--- src/adc_port_regs.svh ---
`ifndef ADC_PORT_REGS_SVH
`define ADC_PORT_REGS_SVH

// Conversion timing at the 50 MHz system clock
`define CLK_PERIOD_NS 20
`define CONV_TIME_NS 3000
// Least time, so the count rounds up
`define CONV_CYCLES ((`CONV_TIME_NS + `CLK_PERIOD_NS - 1) / `CLK_PERIOD_NS)

// Configuration word layout and reset value
`define CFG_RESET 4'h0
`define CFG_BIT_MODE 0
`define CFG_BIT_IN0 0
`define CFG_BIT_IN1 1
`define CFG_BIT_BUS0 2
`define CFG_BIT_BUS1 3

// Positions inside the synchronised pin vector
`define PIN_CONV_START 0
`define PIN_PDOWN 1
`define PIN_CS_N 2
`define PIN_RD_N 3
`define PIN_WR_N 4
`define PIN_CFG0 5
`define PIN_CFG1 6
`define PIN_BUS0 7
`define PIN_BUS1 8
`define PIN_COUNT 9
// Idle level of each pin, loaded into the synchroniser at reset
`define PIN_IDLE 9'h19E

`define NUM_CHANNELS 8
`define LAST_CHANNEL 3'h7
`define RESULT_IDLE 14'h0000

`endif

--- src/adc_port_pkg.sv ---
package adc_port_pkg;

	typedef logic [13:0] result_t;
	typedef logic [2:0] chan_t;
	typedef logic [3:0] cfg_t;

	typedef enum logic [3:0] {
		ST_SLEEP = 4'h1,
		ST_TRACK = 4'h2,
		ST_CONVERT = 4'h4,
		ST_DONE = 4'h8
	} state_t;

endpackage

--- src/sampling_adc_host_port.sv ---
`timescale 1ns/1ps
`default_nettype none
`include "adc_port_regs.svh"

module sampling_adc_host_port
	import adc_port_pkg::*;
(
	input wire logic CLK_SYS,
	input wire logic RESET,
	input wire logic CONVERT_START_IN,
	input wire logic POWER_DOWN_IN,
	input wire logic CS_N_IN,
	input wire logic RD_N_IN,
	input wire logic WR_N_IN,
	input wire logic CFG_IN_BIT1,
	input wire logic CFG_IN_BIT0,
	input wire logic [13:0] RESULT_BUS_IN,
	output logic [13:0] RESULT_BUS_OUT,
	output logic [13:0] RESULT_BUS_OE,
	output logic CONV_DONE_N,
	output logic TRACK_OUT,
	output logic LOW_POWER_OUT,
	output logic CORE_START,
	output logic [3:0] CFG_WORD,
	input wire logic [13:0] CORE_WORD,
	input wire logic CORE_VALID,
	output logic CORE_READY
);

	localparam logic [7:0] CONV_COUNT = 8'(`CONV_CYCLES);

	// Awake and not converting: the states that accept a convert-start edge
	function automatic logic idle_state(input state_t s);
		return (s == ST_TRACK) || (s == ST_DONE);
	endfunction

	// True in the cycle that moves the block into a conversion
	function automatic logic conv_entry(input state_t now, input state_t nxt);
		return (nxt == ST_CONVERT) && (now != ST_CONVERT);
	endfunction

	// Pin synchronisation
	logic [`PIN_COUNT-1:0] raw_pins;
	logic [`PIN_COUNT-1:0] pins;
	logic result_bit1_cfg_bit3;
	logic result_bit0_cfg_bit2;

	assign result_bit1_cfg_bit3 = RESULT_BUS_IN[1];
	assign result_bit0_cfg_bit2 = RESULT_BUS_IN[0];
	assign raw_pins = {result_bit1_cfg_bit3, result_bit0_cfg_bit2, CFG_IN_BIT1, CFG_IN_BIT0,
		WR_N_IN, RD_N_IN, CS_N_IN, POWER_DOWN_IN, CONVERT_START_IN};

	// Stages reset to each pin's idle level,
	// so no false strobe edge or configuration write follows reset
	pin_sync #(
		.WIDTH(`PIN_COUNT),
		.IDLE(`PIN_IDLE)
	) u_sync (
		.clk(CLK_SYS),
		.rst(RESET),
		.pin_in(raw_pins),
		.pin_out(pins)
	);

	logic convert_start_in;
	logic power_down_in;
	logic cs_active;
	logic rd_n;
	logic wr_n;
	cfg_t cfg_in;

	assign convert_start_in = pins[`PIN_CONV_START];
	assign power_down_in = pins[`PIN_PDOWN];
	assign cs_active = !pins[`PIN_CS_N];
	assign rd_n = pins[`PIN_RD_N];
	assign wr_n = pins[`PIN_WR_N];
	assign cfg_in = {pins[`PIN_BUS1], pins[`PIN_BUS0], pins[`PIN_CFG1], pins[`PIN_CFG0]};

	// Edge detection on the agreed (already filtered) levels
	logic conv_start_prev_ff;
	logic rd_n_prev_ff;
	logic wr_n_prev_ff;
	logic cs_prev_ff;
	logic conv_start_rise;
	logic rd_rise;
	logic wr_rise;

	// Read and write strobe edges count only if chip select was low during the access
	assign conv_start_rise = convert_start_in && !conv_start_prev_ff;
	assign rd_rise = rd_n && !rd_n_prev_ff && cs_prev_ff;
	assign wr_rise = wr_n && !wr_n_prev_ff && cs_prev_ff;

	always_ff @(posedge CLK_SYS or posedge RESET) begin
		if (RESET) begin
			conv_start_prev_ff <= 1'b0;
			rd_n_prev_ff <= 1'b1;
			wr_n_prev_ff <= 1'b1;
			cs_prev_ff <= 1'b0;
		end else begin
			conv_start_prev_ff <= convert_start_in;
			rd_n_prev_ff <= rd_n;
			wr_n_prev_ff <= wr_n;
			cs_prev_ff <= cs_active;
		end
	end

	// Configuration register, never touched by sleep
	// Writes are taken in any state, even mid-conversion or asleep
	cfg_t cfg_ff;
	cfg_t nxt_cfg;
	logic mode_bit;

	assign nxt_cfg = wr_rise ? cfg_in : cfg_ff;
	assign mode_bit = cfg_ff[`CFG_BIT_MODE];

	always_ff @(posedge CLK_SYS or posedge RESET) begin
		if (RESET) begin
			cfg_ff <= `CFG_RESET;
		end else begin
			cfg_ff <= nxt_cfg;
		end
	end

	// Control state
	state_t state_ff;
	state_t nxt_state;
	logic [7:0] timer_ff;
	logic [7:0] nxt_timer;
	logic [3:0] stored_ff;
	logic [3:0] nxt_stored;
	logic all_stored;
	logic conv_finish;

	assign all_stored = (stored_ff == 4'(`NUM_CHANNELS));
	// Done needs the full time and every channel, so a slow core stretches it
	assign conv_finish = (state_ff == ST_CONVERT) && (timer_ff == 8'h00) && all_stored;

	// Edges in sleep or mid-conversion are dropped without any sign to the host
	logic start_seen;
	assign start_seen = conv_start_rise && idle_state(state_ff);

	always_comb begin
		nxt_state = state_ff;
		unique case (state_ff)
			ST_SLEEP: begin
				if (!power_down_in) begin
					nxt_state = ST_TRACK;
				end
			end
			ST_TRACK: begin
				if (start_seen) begin
					nxt_state = ST_CONVERT;
				end
			end
			ST_CONVERT: begin
				if (conv_finish) begin
					nxt_state = ST_DONE;
				end
			end
			ST_DONE: begin
				if (start_seen) begin
					nxt_state = ST_CONVERT;
				end
			end
		endcase
		// Power-down overrides any state, including a conversion in flight
		if (power_down_in) begin
			nxt_state = ST_SLEEP;
		end
	end

	// Conversion timer covers the internal conversion time
	assign nxt_timer = conv_entry(state_ff, nxt_state) ? CONV_COUNT - 8'h01 :
		(timer_ff != 8'h00) ? timer_ff - 8'h01 : 8'h00;

	always_ff @(posedge CLK_SYS or posedge RESET) begin
		if (RESET) begin
			state_ff <= ST_SLEEP;
			timer_ff <= 8'h00;
		end else begin
			state_ff <= nxt_state;
			timer_ff <= nxt_timer;
		end
	end

	// Result path: core words pass a two-entry buffer into the channel store
	result_t buf_data;
	logic buf_valid;
	logic buf_ready;
	logic buf_flush;
	logic store_word;
	logic start_conv;

	assign start_conv = conv_entry(state_ff, nxt_state);
	// Flushing on every start keeps words of an aborted conversion out of the next
	assign buf_flush = start_conv || (state_ff == ST_SLEEP);
	// Store stalls once every channel is in, so late words back up into the core
	assign buf_ready = (state_ff == ST_CONVERT) && !all_stored;
	assign store_word = buf_valid && buf_ready;
	assign nxt_stored = start_conv ? 4'h0 : (store_word ? stored_ff + 4'h1 : stored_ff);

	skid_buffer2 u_buf (
		.clk(CLK_SYS),
		.rst(RESET),
		.flush(buf_flush),
		.in_data(CORE_WORD),
		.in_valid(CORE_VALID),
		.in_ready(CORE_READY),
		.out_data(buf_data),
		.out_valid(buf_valid),
		.out_ready(buf_ready)
	);

	result_t chan_mem [`NUM_CHANNELS];

	always_ff @(posedge CLK_SYS) begin
		if (store_word) begin
			chan_mem[stored_ff[2:0]] <= buf_data;
		end
	end

	always_ff @(posedge CLK_SYS or posedge RESET) begin
		if (RESET) begin
			stored_ff <= 4'h0;
		end else begin
			stored_ff <= nxt_stored;
		end
	end

	// Read pointer wraps after the last channel, so a ninth read gives channel 0 again
	chan_t rd_ptr_ff;
	chan_t nxt_rd_ptr;
	logic [3:0] reads_ff;
	logic [3:0] nxt_reads;

	assign nxt_rd_ptr = conv_finish ? 3'h0 : (rd_rise ? rd_ptr_ff + 3'h1 : rd_ptr_ff);
	assign nxt_reads = conv_finish ? 4'h0 :
		((rd_rise && reads_ff != 4'(`NUM_CHANNELS)) ? reads_ff + 4'h1 : reads_ff);

	always_ff @(posedge CLK_SYS or posedge RESET) begin
		if (RESET) begin
			rd_ptr_ff <= 3'h0;
			reads_ff <= 4'h0;
		end else begin
			rd_ptr_ff <= nxt_rd_ptr;
			reads_ff <= nxt_reads;
		end
	end

	// Outputs, each from a flip-flop
	logic read_active;
	logic sleep_next;
	logic nxt_track;
	logic nxt_done_n;
	result_t nxt_bus;

	assign sleep_next = (nxt_state == ST_SLEEP);
	// Bus is driven only while chip select and read are both low and the block is awake
	assign read_active = cs_active && !rd_n && !sleep_next;
	assign nxt_bus = read_active ? chan_mem[nxt_rd_ptr] : `RESULT_IDLE;
	// Mode 0 tracks while convert-start is low; mode 1 tracks whenever idle
	assign nxt_track = idle_state(nxt_state) &&
		(!convert_start_in || mode_bit);
	assign nxt_done_n = !(nxt_state == ST_DONE);

	always_ff @(posedge CLK_SYS or posedge RESET) begin
		if (RESET) begin
			RESULT_BUS_OUT <= `RESULT_IDLE;
			RESULT_BUS_OE <= 14'h0000;
			CONV_DONE_N <= 1'b1;
			TRACK_OUT <= 1'b0;
			LOW_POWER_OUT <= 1'b1;
			CORE_START <= 1'b0;
			CFG_WORD <= `CFG_RESET;
		end else begin
			RESULT_BUS_OUT <= nxt_bus;
			RESULT_BUS_OE <= {14{read_active}};
			CONV_DONE_N <= nxt_done_n;
			TRACK_OUT <= nxt_track;
			LOW_POWER_OUT <= sleep_next;
			CORE_START <= start_conv;
			CFG_WORD <= nxt_cfg;
		end
	end

endmodule // sampling_adc_host_port

`default_nettype wire

--- src/pin_sync.sv ---
`timescale 1ns/1ps
`default_nettype none

module pin_sync #(
	parameter int WIDTH = 1,
	parameter logic [WIDTH-1:0] IDLE = '0
) (
	input wire logic clk,
	input wire logic rst,
	input wire logic [WIDTH-1:0] pin_in,
	output logic [WIDTH-1:0] pin_out
);

	logic [WIDTH-1:0] stage1_ff;
	logic [WIDTH-1:0] stage2_ff;
	logic [WIDTH-1:0] stage3_ff;
	logic [WIDTH-1:0] agreed_ff;

	assign pin_out = agreed_ff;

	genvar g;
	generate
		for (g = 0; g < WIDTH; g++) begin : g_bit
			// A change is taken only once the last two stages agree
			always_ff @(posedge clk or posedge rst) begin
				// Reset loads the idle level so that no false edge follows reset
				if (rst) begin
					stage1_ff[g] <= IDLE[g];
					stage2_ff[g] <= IDLE[g];
					stage3_ff[g] <= IDLE[g];
					agreed_ff[g] <= IDLE[g];
				end else begin
					stage1_ff[g] <= pin_in[g];
					stage2_ff[g] <= stage1_ff[g];
					stage3_ff[g] <= stage2_ff[g];
					if (stage2_ff[g] == stage3_ff[g]) begin
						agreed_ff[g] <= stage3_ff[g];
					end
				end
			end
		end
	endgenerate

endmodule // pin_sync

`default_nettype wire

--- src/skid_buffer2.sv ---
`timescale 1ns/1ps
`default_nettype none

module skid_buffer2
	import adc_port_pkg::*;
(
	input wire logic clk,
	input wire logic rst,
	input wire logic flush,
	input wire result_t in_data,
	input wire logic in_valid,
	output logic in_ready,
	output result_t out_data,
	output logic out_valid,
	input wire logic out_ready
);

	result_t slot_ff [2];
	logic rd_sel_ff;
	logic wr_sel_ff;
	logic [1:0] count_ff;
	logic ready_ff;
	logic push;
	logic pop;
	logic [1:0] nxt_count;

	assign push = in_valid && ready_ff;
	assign pop = out_valid && out_ready;
	assign nxt_count = flush ? 2'h0 : 2'(count_ff + {1'b0, push} - {1'b0, pop});
	assign in_ready = ready_ff;
	assign out_valid = (count_ff != 2'h0);
	assign out_data = slot_ff[rd_sel_ff];

	// Ready is registered, so it drops one word early rather than risk a lost word
	always_ff @(posedge clk or posedge rst) begin
		if (rst) begin
			count_ff <= 2'h0;
			ready_ff <= 1'b0;
			rd_sel_ff <= 1'b0;
			wr_sel_ff <= 1'b0;
		end else begin
			count_ff <= nxt_count;
			ready_ff <= !flush && (nxt_count == 2'h0 || (nxt_count == 2'h1 && !push));
			rd_sel_ff <= flush ? 1'b0 : rd_sel_ff ^ pop;
			wr_sel_ff <= flush ? 1'b0 : wr_sel_ff ^ push;
		end
	end

	always_ff @(posedge clk) begin
		if (push) begin
			slot_ff[wr_sel_ff] <= in_data;
		end
	end

endmodule // skid_buffer2

`default_nettype wire

--- config.mk ---
export PLATFORM = sky130hd
export DESIGN_NAME = sampling_adc_host_port
export DESIGN_NICKNAME = d
export VERILOG_FILES = /design/src/adc_port_pkg.sv /design/src/sampling_adc_host_port.sv /design/src/pin_sync.sv /design/src/skid_buffer2.sv
export VERILOG_INCLUDE_DIRS = /design/src
export SDC_FILE = /design/constraint.sdc
export NUM_CORES = 1
export LEC_CHECK = 0
export BUFFER_PORTS_ARGS = -buffer_cell sky130_fd_sc_hd__buf_2
export CAP_MARGIN = 40
export CORE_ASPECT_RATIO = 2
export CORE_MARGIN = 8
export CORE_UTILIZATION = 60
export CTS_CLUSTER_SIZE = 28
export DETAILED_ROUTE_END_ITERATION = 12
export PLACE_DENSITY_LB_ADDON = 0.12
export SLEW_MARGIN = 15
export SYNTH_ARGS = -nofsm -noshare
export SYNTH_HDL_FRONTEND = slang
export SYNTH_HIERARCHICAL = 1
export SYNTH_SLANG_ARGS = --single-unit
--- constraint.sdc ---
create_clock -name CLK_SYS -period 6.4 [get_ports CLK_SYS]
set_input_delay 0.32 -clock CLK_SYS [delete_from_list [all_inputs] [get_ports CLK_SYS]]
set_output_delay 0.32 -clock CLK_SYS [all_outputs]
set_load 0.005 [all_outputs]
==> summary by stage <==
Status
The run finished with clean final reports.

Cells and area
The post-layout net count is 676. The number of cells in the finished layout apart from fillers is 833. Of the cells placed in the final design, the portion with a size suffix greater than 1 is 27.30%. The number of antenna diodes in the final layout is 0. Compared with the post-synthesis result, the final layout area differs by 14.56%.

Clock tree
The post-CTS repair timing setup buffer count is 0. The number of clock sinks is 227. Clock tree synthesis inserted a total of 19 buffers. The clock tree root driver cell is clkbuf_16. The hold buffer count at cts is 10. The clock tree from TritonCTS is built.

The clock passes through at most 3 buffers. Clock-pin slew was measured on the worst setup and hold paths at 0.07 ns. In this run, post-CTS repair resized a total of 0 instances.

In this run the number of H-tree levels came out at 1. Clock latency on the worst-skew pair, taken at its later pin, is 0.48 ns.

Placed design
The final weighted congestion in routability-driven placement is 0.7903. The wire-length estimate of the detail-placed layout is 11460 um. Buffers placed on the I/O ports in this run total 62.

Counting tap cells, the placed design contains a total of 790 instances. Before CTS, the worst setup slack after placement is 3.071 ns.

Drt
The first detailed-routing pass took 4 iterations. The DRC violation count after routing is 0. In this run, the number of DRC markers left after iteration 0 of detailed routing was 260. After detailed routing, the number of vias per cell comes to 5.801.

The detail route stage leaves a number of antenna-violating nets equal to 0. The overall routed net length is 17160 um. In the final routed layout, each cell accounts on average for 20.60 um. The total via count in the routed design is 4832.

Power and ir drop
The internal portion of the total power is 2.721 mW. VDD sags by at most 282.0 uV. Net switching is 28.45% of the power. The part of the total power dissipated in the clock network is 30.3%.

The net switching power is 1.082 mW. In this run, the combinational gates consume 22.0% of the power. Power spread over the standard cell area amounts to 381.8 nW/um^2. Registers are responsible for 47.7% of the overall power. The design draws 3.803 mW.

Summed over all cells, the static leakage comes to 3.859 nW.

Synthesis
Synthesis instantiated 55 different standard cells from the library. For this run, the leading register cell type out of synthesis is edfxtp_1. The count of flip-flops with a built-in enable after synthesis is 140. A synthesized cell averages 15.58 um^2. In this run, synthesis produced a sequential element count of 227. The area of the mapped netlist is 8696 um^2.

The portion of synthesized cell area occupied by the leading cell type is 48.35%. The cell with the most instances after synthesis is edfxtp_1. Yosys printed 6 warnings. The synthesized design spends more area on one cell type than any other, namely edfxtp_1.

The post-synthesis net count is 605. By count the netlist is led by 140 x edfxtp_1, 58 x dfrtp_1, 37 x nand2_1. The synthesized netlist cell count is 558. The proportion of synthesized chip area in sequential cells is 73.80%. After synthesis, the share of flip-flops with an asynchronous set or reset is 38.33%. Sorting the synthesized cells by area gives the leading types as edfxtp_1 48%, dfrtp_1 17%, dfstp_2 8.8%.

Setup path
STA classifies the critical path startpoint as a flip-flop. At the worst endpoint, the arrival time is 3.71 ns. The kind of critical path is reg -> reg. The nature of the critical path endpoint is a flip-flop. The required time of the worst setup path is 6.70 ns.

The maximum fanout count along the critical path is 17.

STA
In the post-route analysis, the smallest setup slack over all paths is 2.987 ns. The period utilization is 53.33%. In the final timing run, aggregate negative setup slack is 0 ns.

The slew at the pin closest to its max-slew limit is 0.8827 ns. The number of hold violations in the final report is 0. Setup repair after global routing left no endpoint under its margin. The minimum period implied by the final worst setup slack is 3.413 ns. The worst slew margin relative to its limit is 41.09%.

The clock tree skew after final layout is 0.01216 ns. The achievable frequency is 0.2930 GHz. Setup violations remaining at the end of the flow were counted as 0.

The count of pins over their slew limit is 0.

Die
The starting density of the core is 60.92%. From left edge to right edge, the die measures 101.1 um. The top-level port count is 75.

The chip height is 186.3 um. The floorplan die area is 18830 um^2. The area of the core region is 14270 um^2.

The number of placement rows is 62.

Global routing
Entering global routing, the biggest net connects 44 pins. The first global-routing pass estimated 27210 um of wire. After global routing the overflow that remains totals 0. The total routing usage reported by global routing is 19.06%.

The via count of the first global-routing pass is 5131. The initial antenna violation count is 0.

Job
Max-cap violations in this run came to 0.

Hold path
The path class of the tightest hold or removal check is in -> reg.
## cell type report
| class | count | area [um^2] |
|---|---|---|
| Clock buffer | 27 | 536.8 |
| Tap cell | 192 | 240.2 |
| Fill cell | 980 | 4312 |
| Multi-Input combinational cell | 266 | 1991 |
| Sequential cell | 227 | 6417 |
| Inverter | 27 | 101.3 |
| Timing Repair Buffer | 88 | 589.3 |
| Clock inverter | 6 | 86.33 |
## worst max-delay path: stages (launching register included)
cell     delay (ns)
dfrtp_1        0.39
inv_1          0.09
ha_1           0.14
nor3b_1        0.47
nand4_2        0.62
nand4_1        0.77
o21ai_0        0.16
nor4_1         0.58
## cell usage in the layout (no fill, tap or decap), types with 3 or more instances in the layout
cell type,n
dlygate4sd3_1,10
o21ai_0,28
mux2_1,14
and3_1,15
a21oi_1,3
dfrtp_1,58
clkbuf_1,6
nand3_1,17
nor4_1,6
xor2_1,3
dfstp_2,29
a221oi_1,14
nor2b_1,5
o21bai_1,4
a32o_1,14
nor2_2,5
nor4_2,11
nand2b_1,3
ha_1,9
nor2_1,18
xnor2_1,8
mux2i_1,3
buf_8,3
clkbuf_16,20
mux2_2,4
edfxtp_1,140
nor3_1,7
nand2_1,37
inv_1,25
buf_2,62
buf_4,10
maj3_2,9
## registers in the layout, summed over array words and instances (netlist names), 2 cells and up
register          count
chan_mem            112
timer_ff              8
RESULT_BUS_OUT       14
u_sync/pin_out        9
u_buf/count_ff        2
u_sync/stage1_ff      9
stored_ff             4
u_buf/slot_ff        28
CFG_WORD              4
u_sync/stage3_ff      9
state_ff              4
u_sync/stage2_ff      9
rd_ptr_ff             3
## final timing paths
path / start / endpoint / depth (start not counted) / slack [ns]
setup / recovery: timer_ff[0] / RESULT_BUS_OUT[0] / 7 / 2.99
hold / removal: CORE_WORD[6] / u_buf/slot_ff[1][6] / 1 / 0.03
setup reg to reg: timer_ff[0] / RESULT_BUS_OUT[0] / 7 / 2.99
hold reg to reg: u_sync/stage1_ff[5] / u_sync/stage2_ff[5] / 0 / 0.36
max in group asynchronous: RESET / rd_n_prev_ff / 4 / 5.30
min in group asynchronous: RESET / u_buf/rd_sel_ff / 3 / 0.32
## cells by family after synthesis
kind of cell               after synthesis  synth area share [%]
DFF                                    227                 73.80
xor gates and xnor gates                14                 1.568
muxes                                   21                 2.676
adders and majority gates               18                 2.460
buffers and inverters                   65                 3.755
and+or+nand+nor                        144                 9.856
AOI/OAI and AO/OA                       69                 5.885
## per-stage QoR
stage	hold slack (ns)	util, %	instance area [um^2]
after global placement	0.2775	64.00	9135
after floorplan	0.09852	-	8696
after global routing	0.01202	69.79	9962
after detailed placement	0.2839	64.73	9239
final	0.02945	69.79	9962
after CTS	0.01705	69.79	9962
## power by group through the flow
stage | Combinational, mW | Clock, mW | Sequential [mW]
6_report | 0.836 | 1.15 | 1.82
5_1_grt | 0.905 | 1.23 | 1.83
4_1_cts | 0.841 | 1.17 | 1.82
3_5_place_dp | 0.833 | 0 | 1.85
3_3_place_gp | 0.776 | 0 | 1.84
2_1_floorplan | 0.560 | 0 | 1.83
## metal layers
metal | track usage (%) | vias to the layer above | routed length, um
met3 | 2.647 | 47 | 876
li1 | - | 2184 | -
met4 | 9.850 | 0 | 677
met2 | 35.20 | 158 | 9649
met1 | 20.39 | 2443 | 5957
met5 | 0 | - | 0
Power figures use the tool's default switching activity.
